### src/verilog/aux_intc_consts.vh
// Register offsets, field positions, vectors and reset values of the auxiliary interrupt block.
`ifndef AUX_INTC_CONSTS_VH
`define AUX_INTC_CONSTS_VH
`define OFF_INPUT_MASK      20'h08014
`define OFF_PENDING_STATUS  20'h08018
`define OFF_ERROR_MASK      20'h0801C
`define OFF_EOS_ZERO        20'h09000
`define OFF_EOS_ONE         20'h0A000
`define OFF_VECTOR          20'h0F000
`define POS_ERR_MASK        6
`define POS_EXT_STATUS      20
`define POS_ERR_STATUS      19
`define POS_WAITING         8
`define VEC_ERROR           8'hE8
`define VEC_DIRECT3         8'h70
`define VEC_DIRECT2         8'h78
`define VEC_DIRECT1         8'h53
`define VEC_DIRECT0         8'h52
`define VEC_DMA_BASE        8'h47
`define VEC_DISCARD         8'hFF
`define VEC_NONE            8'h00
`define RST_MASK            4'h0
`define GNT_NONE            2'h0
`define GNT_LOCAL           2'h1
`define GNT_DMA             2'h2
`define GNT_ACK             2'h3
`endif

### src/verilog/aux_bus_interrupt_and_arbiter.v
// Auxiliary bus interrupt front end, end-of-service handling and bus arbiter.
// Summary of operation
// - Mask register bits 3..0 enable the four auxiliary interrupt inputs individually.
// - Clearing a mask takes effect in step with the sampled input, avoiding spurious interrupts.
// - Mask register bit 6 and error mask bit 6 share one storage bit.
// - Error mask bit 6 gates the error input with the same synchronized disable.
// - Status shows direct-mode inputs in bits 23..20 and DMA channels in 7..0.
// - Status bit 19 shows the error input; other high bits read zero.
// - Acknowledge-mode inputs stop detecting after an interrupt until end-of-service.
// - Any read or write of an end-of-service location re-enables that input.
// - End-of-service accesses are retried while a posted auxiliary write is outstanding.
// - End-of-service bit 0 reads one if re-enable was needed; access clears it.
// - End-of-service bits 31..1 read zero and write data is ignored.
// - Vector register bits 7..0 return the highest-priority pending vector.
// - Vector register bit 8 is the interrupt-waiting flag, same as the interrupt pin.
// - Arbiter priority: local-bus master, then DMA, then interrupt acknowledge.
// - Local master never aborts a running cycle and is granted the next one.
// - A DMA channel keeps the bus while requesting, its buffer permits and the local master is not requesting.
// - DMA channels are served round-robin from channel 0 through channel 7.
// - Acknowledge is granted only after local and DMA requests idle a full cycle.
// - Inputs 0 and 1 each select direct mode or acknowledge mode.
// - An acknowledge returning vector FFh is discarded and needs no end-of-service.
// - Vector priority: error, external inputs, then DMA 0..7 as 47h down to 40h.
`timescale 1ns/10ps
`include "aux_intc_consts.vh"
module aux_bus_interrupt_and_arbiter
#(
	parameter CHANNELS = 8
)
(
	input  wire                clk_sys,
	input  wire                rst,
	input  wire                reg_rd,
	input  wire                reg_wr,
	input  wire [19:0]         reg_addr,
	input  wire [31:0]         reg_wdata,
	output reg  [31:0]         reg_rdata,
	output wire                reg_retry,
	input  wire                posted_write_busy,
	input  wire [3:0]          aux_interrupt_inputs,
	input  wire                aux_error_input,
	input  wire [1:0]          acknowledge_mode_select,
	input  wire [CHANNELS-1:0] dma_irq,
	input  wire                ack_vector_valid,
	input  wire [7:0]          ack_vector,
	output wire                irq_out,
	input  wire                local_req,
	input  wire [CHANNELS-1:0] dma_request_line,
	input  wire [CHANNELS-1:0] dma_buffer_stop,
	input  wire                cycle_done,
	output reg  [1:0]          grant_r,
	output reg  [2:0]          grant_channel_r,
	output wire                ack_req
);
	reg  [3:0]          ext_mask_r;
	reg                 err_mask_r;
	reg  [3:0]          ext_samp_r;
	reg                 err_samp_r;
	reg  [3:0]          gate_r;
	reg                 err_gate_r;
	reg  [1:0]          detect_on_r;
	reg  [1:0]          vec_held_r;
	reg  [7:0]          vec0_r;
	reg  [7:0]          vec1_r;
	reg  [1:0]          eos_flag_r;
	reg                 idle_seen_r;
	reg  [2:0]          rr_ptr_r;
	reg                 busy_r;
	reg                 ack_target_r;

	wire                sel_imr;
	wire                sel_error_input_mask;
	wire                sel_eos0;
	wire                sel_eos1;
	wire                acc;
	wire [3:0]          ext_live;
	wire [1:0]          need_ack;
	wire                dma_any;
	reg  [7:0]          vec_nxt;
	reg                 pend_nxt;
	reg  [2:0]          pick_nxt;
	reg                 pick_ok;
	integer             i;
	wire [1:0]          eos_take;
	wire                ack_take;
	wire                ack_discard;
	wire [CHANNELS-1:0] rot_elig;
	genvar              g;

	assign acc      = reg_rd | reg_wr;
	assign sel_imr  = reg_addr == `OFF_INPUT_MASK;
	assign sel_error_input_mask = reg_addr == `OFF_ERROR_MASK;
	assign sel_eos0 = reg_addr == `OFF_EOS_ZERO;
	assign sel_eos1 = reg_addr == `OFF_EOS_ONE;
	assign reg_retry = acc & (sel_eos0 | sel_eos1) & posted_write_busy;
	assign eos_take  = {2{acc & ~posted_write_busy}} & {sel_eos1, sel_eos0};
	assign ack_take  = ack_vector_valid & (grant_r == `GNT_ACK);
	assign ack_discard = ack_take & (ack_vector == `VEC_DISCARD);

	// Inputs pass only while the gate, updated on the sample edge, is open.
	always @(posedge clk_sys)
	begin
		if (rst)
		begin
			ext_mask_r <= `RST_MASK;
			err_mask_r <= 1'b0;
			ext_samp_r <= 4'h0;
			err_samp_r <= 1'b0;
			gate_r     <= 4'h0;
			err_gate_r <= 1'b0;
		end
		else
		begin
			if (reg_wr & sel_imr)
			begin
				ext_mask_r <= reg_wdata[3:0];
				err_mask_r <= reg_wdata[`POS_ERR_MASK];
			end
			else if (reg_wr & sel_error_input_mask)
				err_mask_r <= reg_wdata[`POS_ERR_MASK];
			ext_samp_r <= aux_interrupt_inputs;
			err_samp_r <= aux_error_input;
			gate_r     <= ext_mask_r;
			err_gate_r <= err_mask_r;
		end
	end

	generate
		for (g = 0; g < 4; g = g + 1)
		begin : live_gen
			assign ext_live[g] = ext_samp_r[g] & gate_r[g];
		end
	endgenerate

	// Acknowledge-mode detection, vector capture and end-of-service.
	assign need_ack = acknowledge_mode_select & ext_live[1:0] & detect_on_r;
	assign ack_req  = |need_ack;

	always @(posedge clk_sys)
	begin
		if (rst)
		begin
			detect_on_r  <= 2'b11;
			vec_held_r   <= 2'b00;
			vec0_r       <= `VEC_NONE;
			vec1_r       <= `VEC_NONE;
			eos_flag_r   <= 2'b00;
		end
		else
		begin
			if (ack_take)
			begin
				if (~ack_target_r)
				begin
					detect_on_r[0] <= 1'b0;
					eos_flag_r[0]  <= 1'b1;
					vec0_r         <= ack_vector;
					vec_held_r[0]  <= ack_vector != `VEC_DISCARD;
				end
				else
				begin
					detect_on_r[1] <= 1'b0;
					eos_flag_r[1]  <= 1'b1;
					vec1_r         <= ack_vector;
					vec_held_r[1]  <= ack_vector != `VEC_DISCARD;
				end
			end
			if (ack_discard)
			begin
				if (~ack_target_r)
				begin
					detect_on_r[0] <= 1'b1;
					eos_flag_r[0]  <= 1'b0;
				end
				else
				begin
					detect_on_r[1] <= 1'b1;
					eos_flag_r[1]  <= 1'b0;
				end
			end
			if (eos_take[0])
			begin
				detect_on_r[0] <= 1'b1;
				vec_held_r[0]  <= 1'b0;
				eos_flag_r[0]  <= 1'b0;
			end
			if (eos_take[1])
			begin
				detect_on_r[1] <= 1'b1;
				vec_held_r[1]  <= 1'b0;
				eos_flag_r[1]  <= 1'b0;
			end
		end
	end

	// The acknowledge target is frozen while an acknowledge cycle runs.
	always @(posedge clk_sys)
	begin
		if (rst)
			ack_target_r <= 1'b0;
		else if (grant_r != `GNT_ACK)
			ack_target_r <= ~need_ack[0];
	end

	// Highest-priority pending vector.
	always @*
	begin
		vec_nxt  = `VEC_NONE;
		pend_nxt = 1'b1;
		if (err_samp_r & err_gate_r)
			vec_nxt = `VEC_ERROR;
		else if (vec_held_r[0])
			vec_nxt = vec0_r;
		else if (vec_held_r[1])
			vec_nxt = vec1_r;
		else if (ext_live[2])
			vec_nxt = `VEC_DIRECT2;
		else if (ext_live[3])
			vec_nxt = `VEC_DIRECT3;
		else if (ext_live[1] & ~acknowledge_mode_select[1])
			vec_nxt = `VEC_DIRECT1;
		else if (ext_live[0] & ~acknowledge_mode_select[0])
			vec_nxt = `VEC_DIRECT0;
		else
		begin
			pend_nxt = 1'b0;
			for (i = CHANNELS - 1; i >= 0; i = i - 1)
				if (dma_irq[i])
				begin
					vec_nxt  = `VEC_DMA_BASE - i[7:0];
					pend_nxt = 1'b1;
				end
		end
	end

	assign irq_out = pend_nxt;

	// Register read data; end-of-service upper bits read zero.
	always @*
	begin
		reg_rdata = 32'h0000_0000;
		case (reg_addr)
		`OFF_INPUT_MASK:
			reg_rdata = {25'h0, err_mask_r, 2'b00, ext_mask_r};
		`OFF_ERROR_MASK:
			reg_rdata = {25'h0, err_mask_r, 6'h00};
		`OFF_PENDING_STATUS:
		begin
			reg_rdata[`POS_EXT_STATUS+3:`POS_EXT_STATUS] = ext_samp_r &
				{2'b11, ~acknowledge_mode_select};
			reg_rdata[`POS_ERR_STATUS] = err_samp_r;
			reg_rdata[CHANNELS-1:0] = dma_irq;
		end
		`OFF_EOS_ZERO:
			reg_rdata = {31'h0, eos_flag_r[0]};
		`OFF_EOS_ONE:
			reg_rdata = {31'h0, eos_flag_r[1]};
		`OFF_VECTOR:
			reg_rdata = {23'h0, pend_nxt, vec_nxt};
		default:
			reg_rdata = 32'h0000_0000;
		endcase
	end

	// Round-robin choice of the next DMA channel from the rotating pointer.
	assign dma_any = |(dma_request_line & ~dma_buffer_stop);
	generate
		for (g = 0; g < CHANNELS; g = g + 1)
		begin : rot_gen
			localparam [2:0] OFS = g;
			assign rot_elig[g] = dma_request_line[rr_ptr_r + OFS] &
				~dma_buffer_stop[rr_ptr_r + OFS];
		end
	endgenerate

	always @*
	begin
		pick_nxt = rr_ptr_r;
		pick_ok  = 1'b0;
		for (i = CHANNELS - 1; i >= 0; i = i - 1)
			if (rot_elig[i])
			begin
				pick_nxt = rr_ptr_r + i[2:0];
				pick_ok  = 1'b1;
			end
	end

	// Local and DMA requests must both be quiet for a full cycle before an acknowledge.
	always @(posedge clk_sys)
	begin
		if (rst)
			idle_seen_r <= 1'b0;
		else
			idle_seen_r <= ~local_req & ~dma_any;
	end

	// Grant is re-decided only when no cycle is running.
	always @(posedge clk_sys)
	begin
		if (rst)
		begin
			grant_r         <= `GNT_NONE;
			grant_channel_r <= 3'h0;
			rr_ptr_r        <= 3'h0;
			busy_r          <= 1'b0;
		end
		else
		begin
			if (busy_r & ~cycle_done)
				busy_r <= 1'b1;
			else if (local_req)
			begin
				grant_r <= `GNT_LOCAL;
				busy_r  <= 1'b1;
			end
			else if (busy_r & (grant_r == `GNT_DMA) &
				dma_request_line[grant_channel_r] & ~dma_buffer_stop[grant_channel_r])
				busy_r <= 1'b1;
			else if (pick_ok)
			begin
				grant_r         <= `GNT_DMA;
				grant_channel_r <= pick_nxt;
				rr_ptr_r        <= pick_nxt + 3'h1;
				busy_r          <= 1'b1;
			end
			else if (ack_req & idle_seen_r & ~dma_any)
			begin
				grant_r <= `GNT_ACK;
				busy_r  <= 1'b1;
			end
			else
			begin
				grant_r <= `GNT_NONE;
				busy_r  <= 1'b0;
			end
		end
	end
endmodule // aux_bus_interrupt_and_arbiter

### config.mk
export PLATFORM = sky130hd
export DESIGN_NAME = aux_bus_interrupt_and_arbiter
export DESIGN_NICKNAME = d
export VERILOG_FILES = /design/src/verilog/aux_bus_interrupt_and_arbiter.v
export VERILOG_INCLUDE_DIRS = /design/src /design/src/verilog
export SDC_FILE = /design/constraint.sdc
export NUM_CORES = 1
export LEC_CHECK = 0
export BUFFER_PORTS_ARGS = -buffer_cell sky130_fd_sc_hd__buf_2
export CORE_ASPECT_RATIO = 1.4
export CORE_UTILIZATION = 40
export CTS_BUF_LIST = sky130_fd_sc_hd__clkbuf_4
export CTS_CLUSTER_DIAMETER = 40
export DETAILED_ROUTE_END_ITERATION = 6
export PLACE_DENSITY = 0.68
export SLEW_MARGIN = 5
export SYNTH_ARGS = -nofsm -noshare
export SYNTH_HDL_FRONTEND = slang
export SYNTH_SLANG_ARGS = --single-unit
export TNS_END_PERCENT = 1
### constraint.sdc
create_clock -name clk_sys -period 4.9 [get_ports clk_sys]
set_input_delay 0.245 -clock clk_sys [delete_from_list [all_inputs] [get_ports clk_sys]]
set_output_delay 0.245 -clock clk_sys [all_outputs]
set_load 0.02 [all_outputs]
==> flow_summary.json <==
{
  "worst-path-max-fanout": 17,
  "setup_viol": 0,
  "io_pins": 139,
  "cts_setup_buffers": 0,
  "final_common_cell": "buf_2",
  "grt.total_usage": 0.204,
  "vias": 3424,
  "synth_top_area_cell": "dfxtp_1",
  "htree_levels": 2,
  "setup.worst_path.end_class": "flop",
  "hold_viol_final": 0,
  "seq_area_sq_um": 961,
  "viasPerCell": 5.58,
  "swShare": 0.395,
  "crit_type": "reg2reg",
  "power_density_nw_per_um2": 336,
  "fmax_mhz": 246,
  "period_minus_slack_ns": 4.06,
  "pre_cts_ws_ns": 0.900,
  "async_flop_share": 0,
  "cp.arrival_ns": 4.32,
  "utilization": 0.478,
  "final_max_slew_viol_count": 0,
  "initial_core_util": 0.416,
  "reg2reg_to": "rr_ptr_r[2]",
  "ys_types": 70,
  "tightest_slew_ns": 0.976,
  "fin_setup_tns_ns": 0,
  "cts_buffers": 5,
  "ff2ff_setup_slack_ns": 0.84,
  "status": "finished, final reports clean",
  "finClkSkew_ns": 0.0254,
  "yosysTopAreaCellShare": 0.280,
  "coreArea_sq_um": 8250,
  "cts_sinks": 48,
  "min_path_type": "in2reg",
  "cp.required_ns": 5.16,
  "dp_hpwl_mm": 7.33,
  "gp_congestion": 0.865,
  "whs_path_depth": 2,
  "cts_resized": 0,
  "numPortBuffers": 93,
  "synth_area_sq_um": 3430,
  "p_seq_frac": 0.344,
  "nFillCells": 844,
  "cts_tree": "yes",
  "wl_per_cell_um": 15.1,
  "ys_ff_latch": 48,
  "leakagePower_uw": 0.00162,
  "clkLatencyLatePin_ns": 0.38,
  "num_rows": 39,
  "worst_slack_ns": 0.839,
  "die_area_sq_um": 8960,
  "layout.nets": 613,
  "dp.cells": 606,
  "drive_above_1_share": 0.256,
  "crit_path_start": "rr_ptr_r[0]",
  "synthToLayoutAreaGrowth_pct": 14.8,
  "crit_path_end": "rr_ptr_r[2]",
  "synth_area_leaders": "dfxtp_1 28%, nand2_1 7.4%, mux4_2 7.2%, a21oi_1 6.3%, buf_4 4.6%",
  "synth.avg_cell_area_sq_um": 8.00,
  "startpoint_type": "flop",
  "reg2reg_depth": 14,
  "ctsLongestPathBuffers": 2,
  "antenna_found_initial": 0,
  "grt_pass1_vias": 3181,
  "die_x_um": 80.3,
  "synth_edf_count": 0,
  "fin_cells": 614,
  "rsz0062_at_grt": "false",
  "slew_headroom": 0.349,
  "grt_pass1_wl_mm": 14.5,
  "drt_wl_total_mm": 9.25,
  "multiInputGateArea_sq_um": 2230,
  "cts-root-buf": "clkbuf_4",
  "ant_nets": 0,
  "drt_iter0_markers": 134,
  "drtPass1Iterations": 4,
  "irDropWorstVdd_v": 0.000165,
  "synth_flop_cell": "dfxtp_1",
  "r2r-start": "rr_ptr_r[0]",
  "p_int_uw": 800,
  "grt_max_degree": 49,
  "hold_buffers": 0,
  "p_sw_uw": 523,
  "clockPowerShare": 0.180,
  "cts.clk_slew.worst_paths_ns": 0.16,
  "die_y_um": 112,
  "grt_overflow_total": 0,
  "maxCapViolCount": 0,
  "diodes": 0,
  "drc": 0,
  "synthCells": 429,
  "ys_warn_count": 0,
  "final_cell_mix": "93 x buf_2, 68 x nand2_1, 48 x dfxtp_1",
  "p_comb_frac": 0.476,
  "fin_crit_sh": 0.829,
  "seq_area_frac_synth": 0.280
}
power by group through the flow:
stage / Sequential, uW / Clock (uW) / Combinational [uW]
after global placement: 462 / 0 / 612
after floorplan: 450 / 0 / 515
final: 455 / 238 / 629
after CTS: 455 / 241 / 627
after detailed placement: 463 / 0 / 625
after global routing: 461 / 258 / 689
stage by stage:
step                hold WS [ns]  cell area, sq um  total power (uW)
floorplan                  0.324              3500               964
CTS                       0.0585              3940              1320
finish                    0.0575              3940              1320
global placement           0.445              3860              1070
global route              0.0589              3940              1410
detailed placement         0.451              3860              1090
area by class of cell:
class,count,area share
Clock buffer,5,0.00953
Clock inverter,3,0.0108
Inverter,15,0.0143
Multi-Input combinational cell,346,0.567
Sequential cell,48,0.244
Tap cell,102,0.0324
Timing Repair Buffer,95,0.122
flip-flops by register name, indices dropped and copies added, names as in the netlist, named ones only:
name and cells:
grant_r 2, grant_channel_r 3, idle_seen_r 1, ext_mask_r 4
busy_r 1, vec_held_r 2, gate_r 4, ext_samp_r 4
ack_target_r 1, vec0_r 8, err_samp_r 1, err_gate_r 1
rr_ptr_r 3, err_mask_r 1, vec1_r 8
logic make-up after synthesis:
logic type | count (synthesis) | synth area share
AOI/OAI and AO/OA | 111 | 0.216
other | 1 | 0.00109
buffers and inverters | 52 | 0.0875
and+or+nand+nor | 187 | 0.284
xor gates and xnor gates | 2 | 0.00510
muxes | 25 | 0.115
adders and majority gates | 3 | 0.0109
DFF | 48 | 0.280
worst max-delay path: stages, from the launching register on:
cell and delay, ns:
dfxtp_1 0.80, inv_2 0.24, ha_1 0.46, inv_2 0.15, mux4_2 0.59, mux2_4 0.31, a21boi_1 0.14, o21bai_2 0.13
a21oi_2 0.10, o21a_1 0.20, or2_1 0.23, ha_1 0.19, inv_1 0.07, a21oi_1 0.06, o221a_1 0.28
synth_stat cells (3+ instances only):
library cell  instances
a21oi_1              43
a22oi_1               6
and2_1                4
and3b_1               5
buf_2                 3
buf_4                21
buf_6                 3
clkbuf_1             10
dfxtp_1              48
ha_1                  3
inv_1                12
inv_2                 3
mux2i_1              11
mux4_2               11
nand2_1              68
nand2b_1             10
nand3_1              14
nand4_1               8
nor2_1               23
nor2b_1              22
nor3_1                9
nor4_1                5
o211ai_1              4
o21a_1                5
o21ai_0              12
o22ai_1               3
metal layers:
metal	part of all wire	global-route usage	up-vias
met5	0	0	-
met4	0.015	0.0476	0
met3	0.050	0.0270	14
met2	0.53	0.401	120
met1	0.41	0.222	1599
li1	-	-	1691
worst min-delay path by stage:
| stage | startpoint | endpoint | slack (ns) |
|---|---|---|---|
| floorplan | local_req | idle_seen_r | 0.32 |
| finish | aux_interrupt_inputs[0] | ext_samp_r[0] | 0.06 |
| CTS | aux_interrupt_inputs[1] | ext_samp_r[1] | 0.06 |
| global route | local_req | idle_seen_r | 0.06 |
| global placement | vec1_r[6] | vec1_r[6] | 0.44 |
| detailed placement | vec1_r[0] | vec1_r[0] | 0.45 |
No activity file was read; power rests on OpenSTA's default activity.
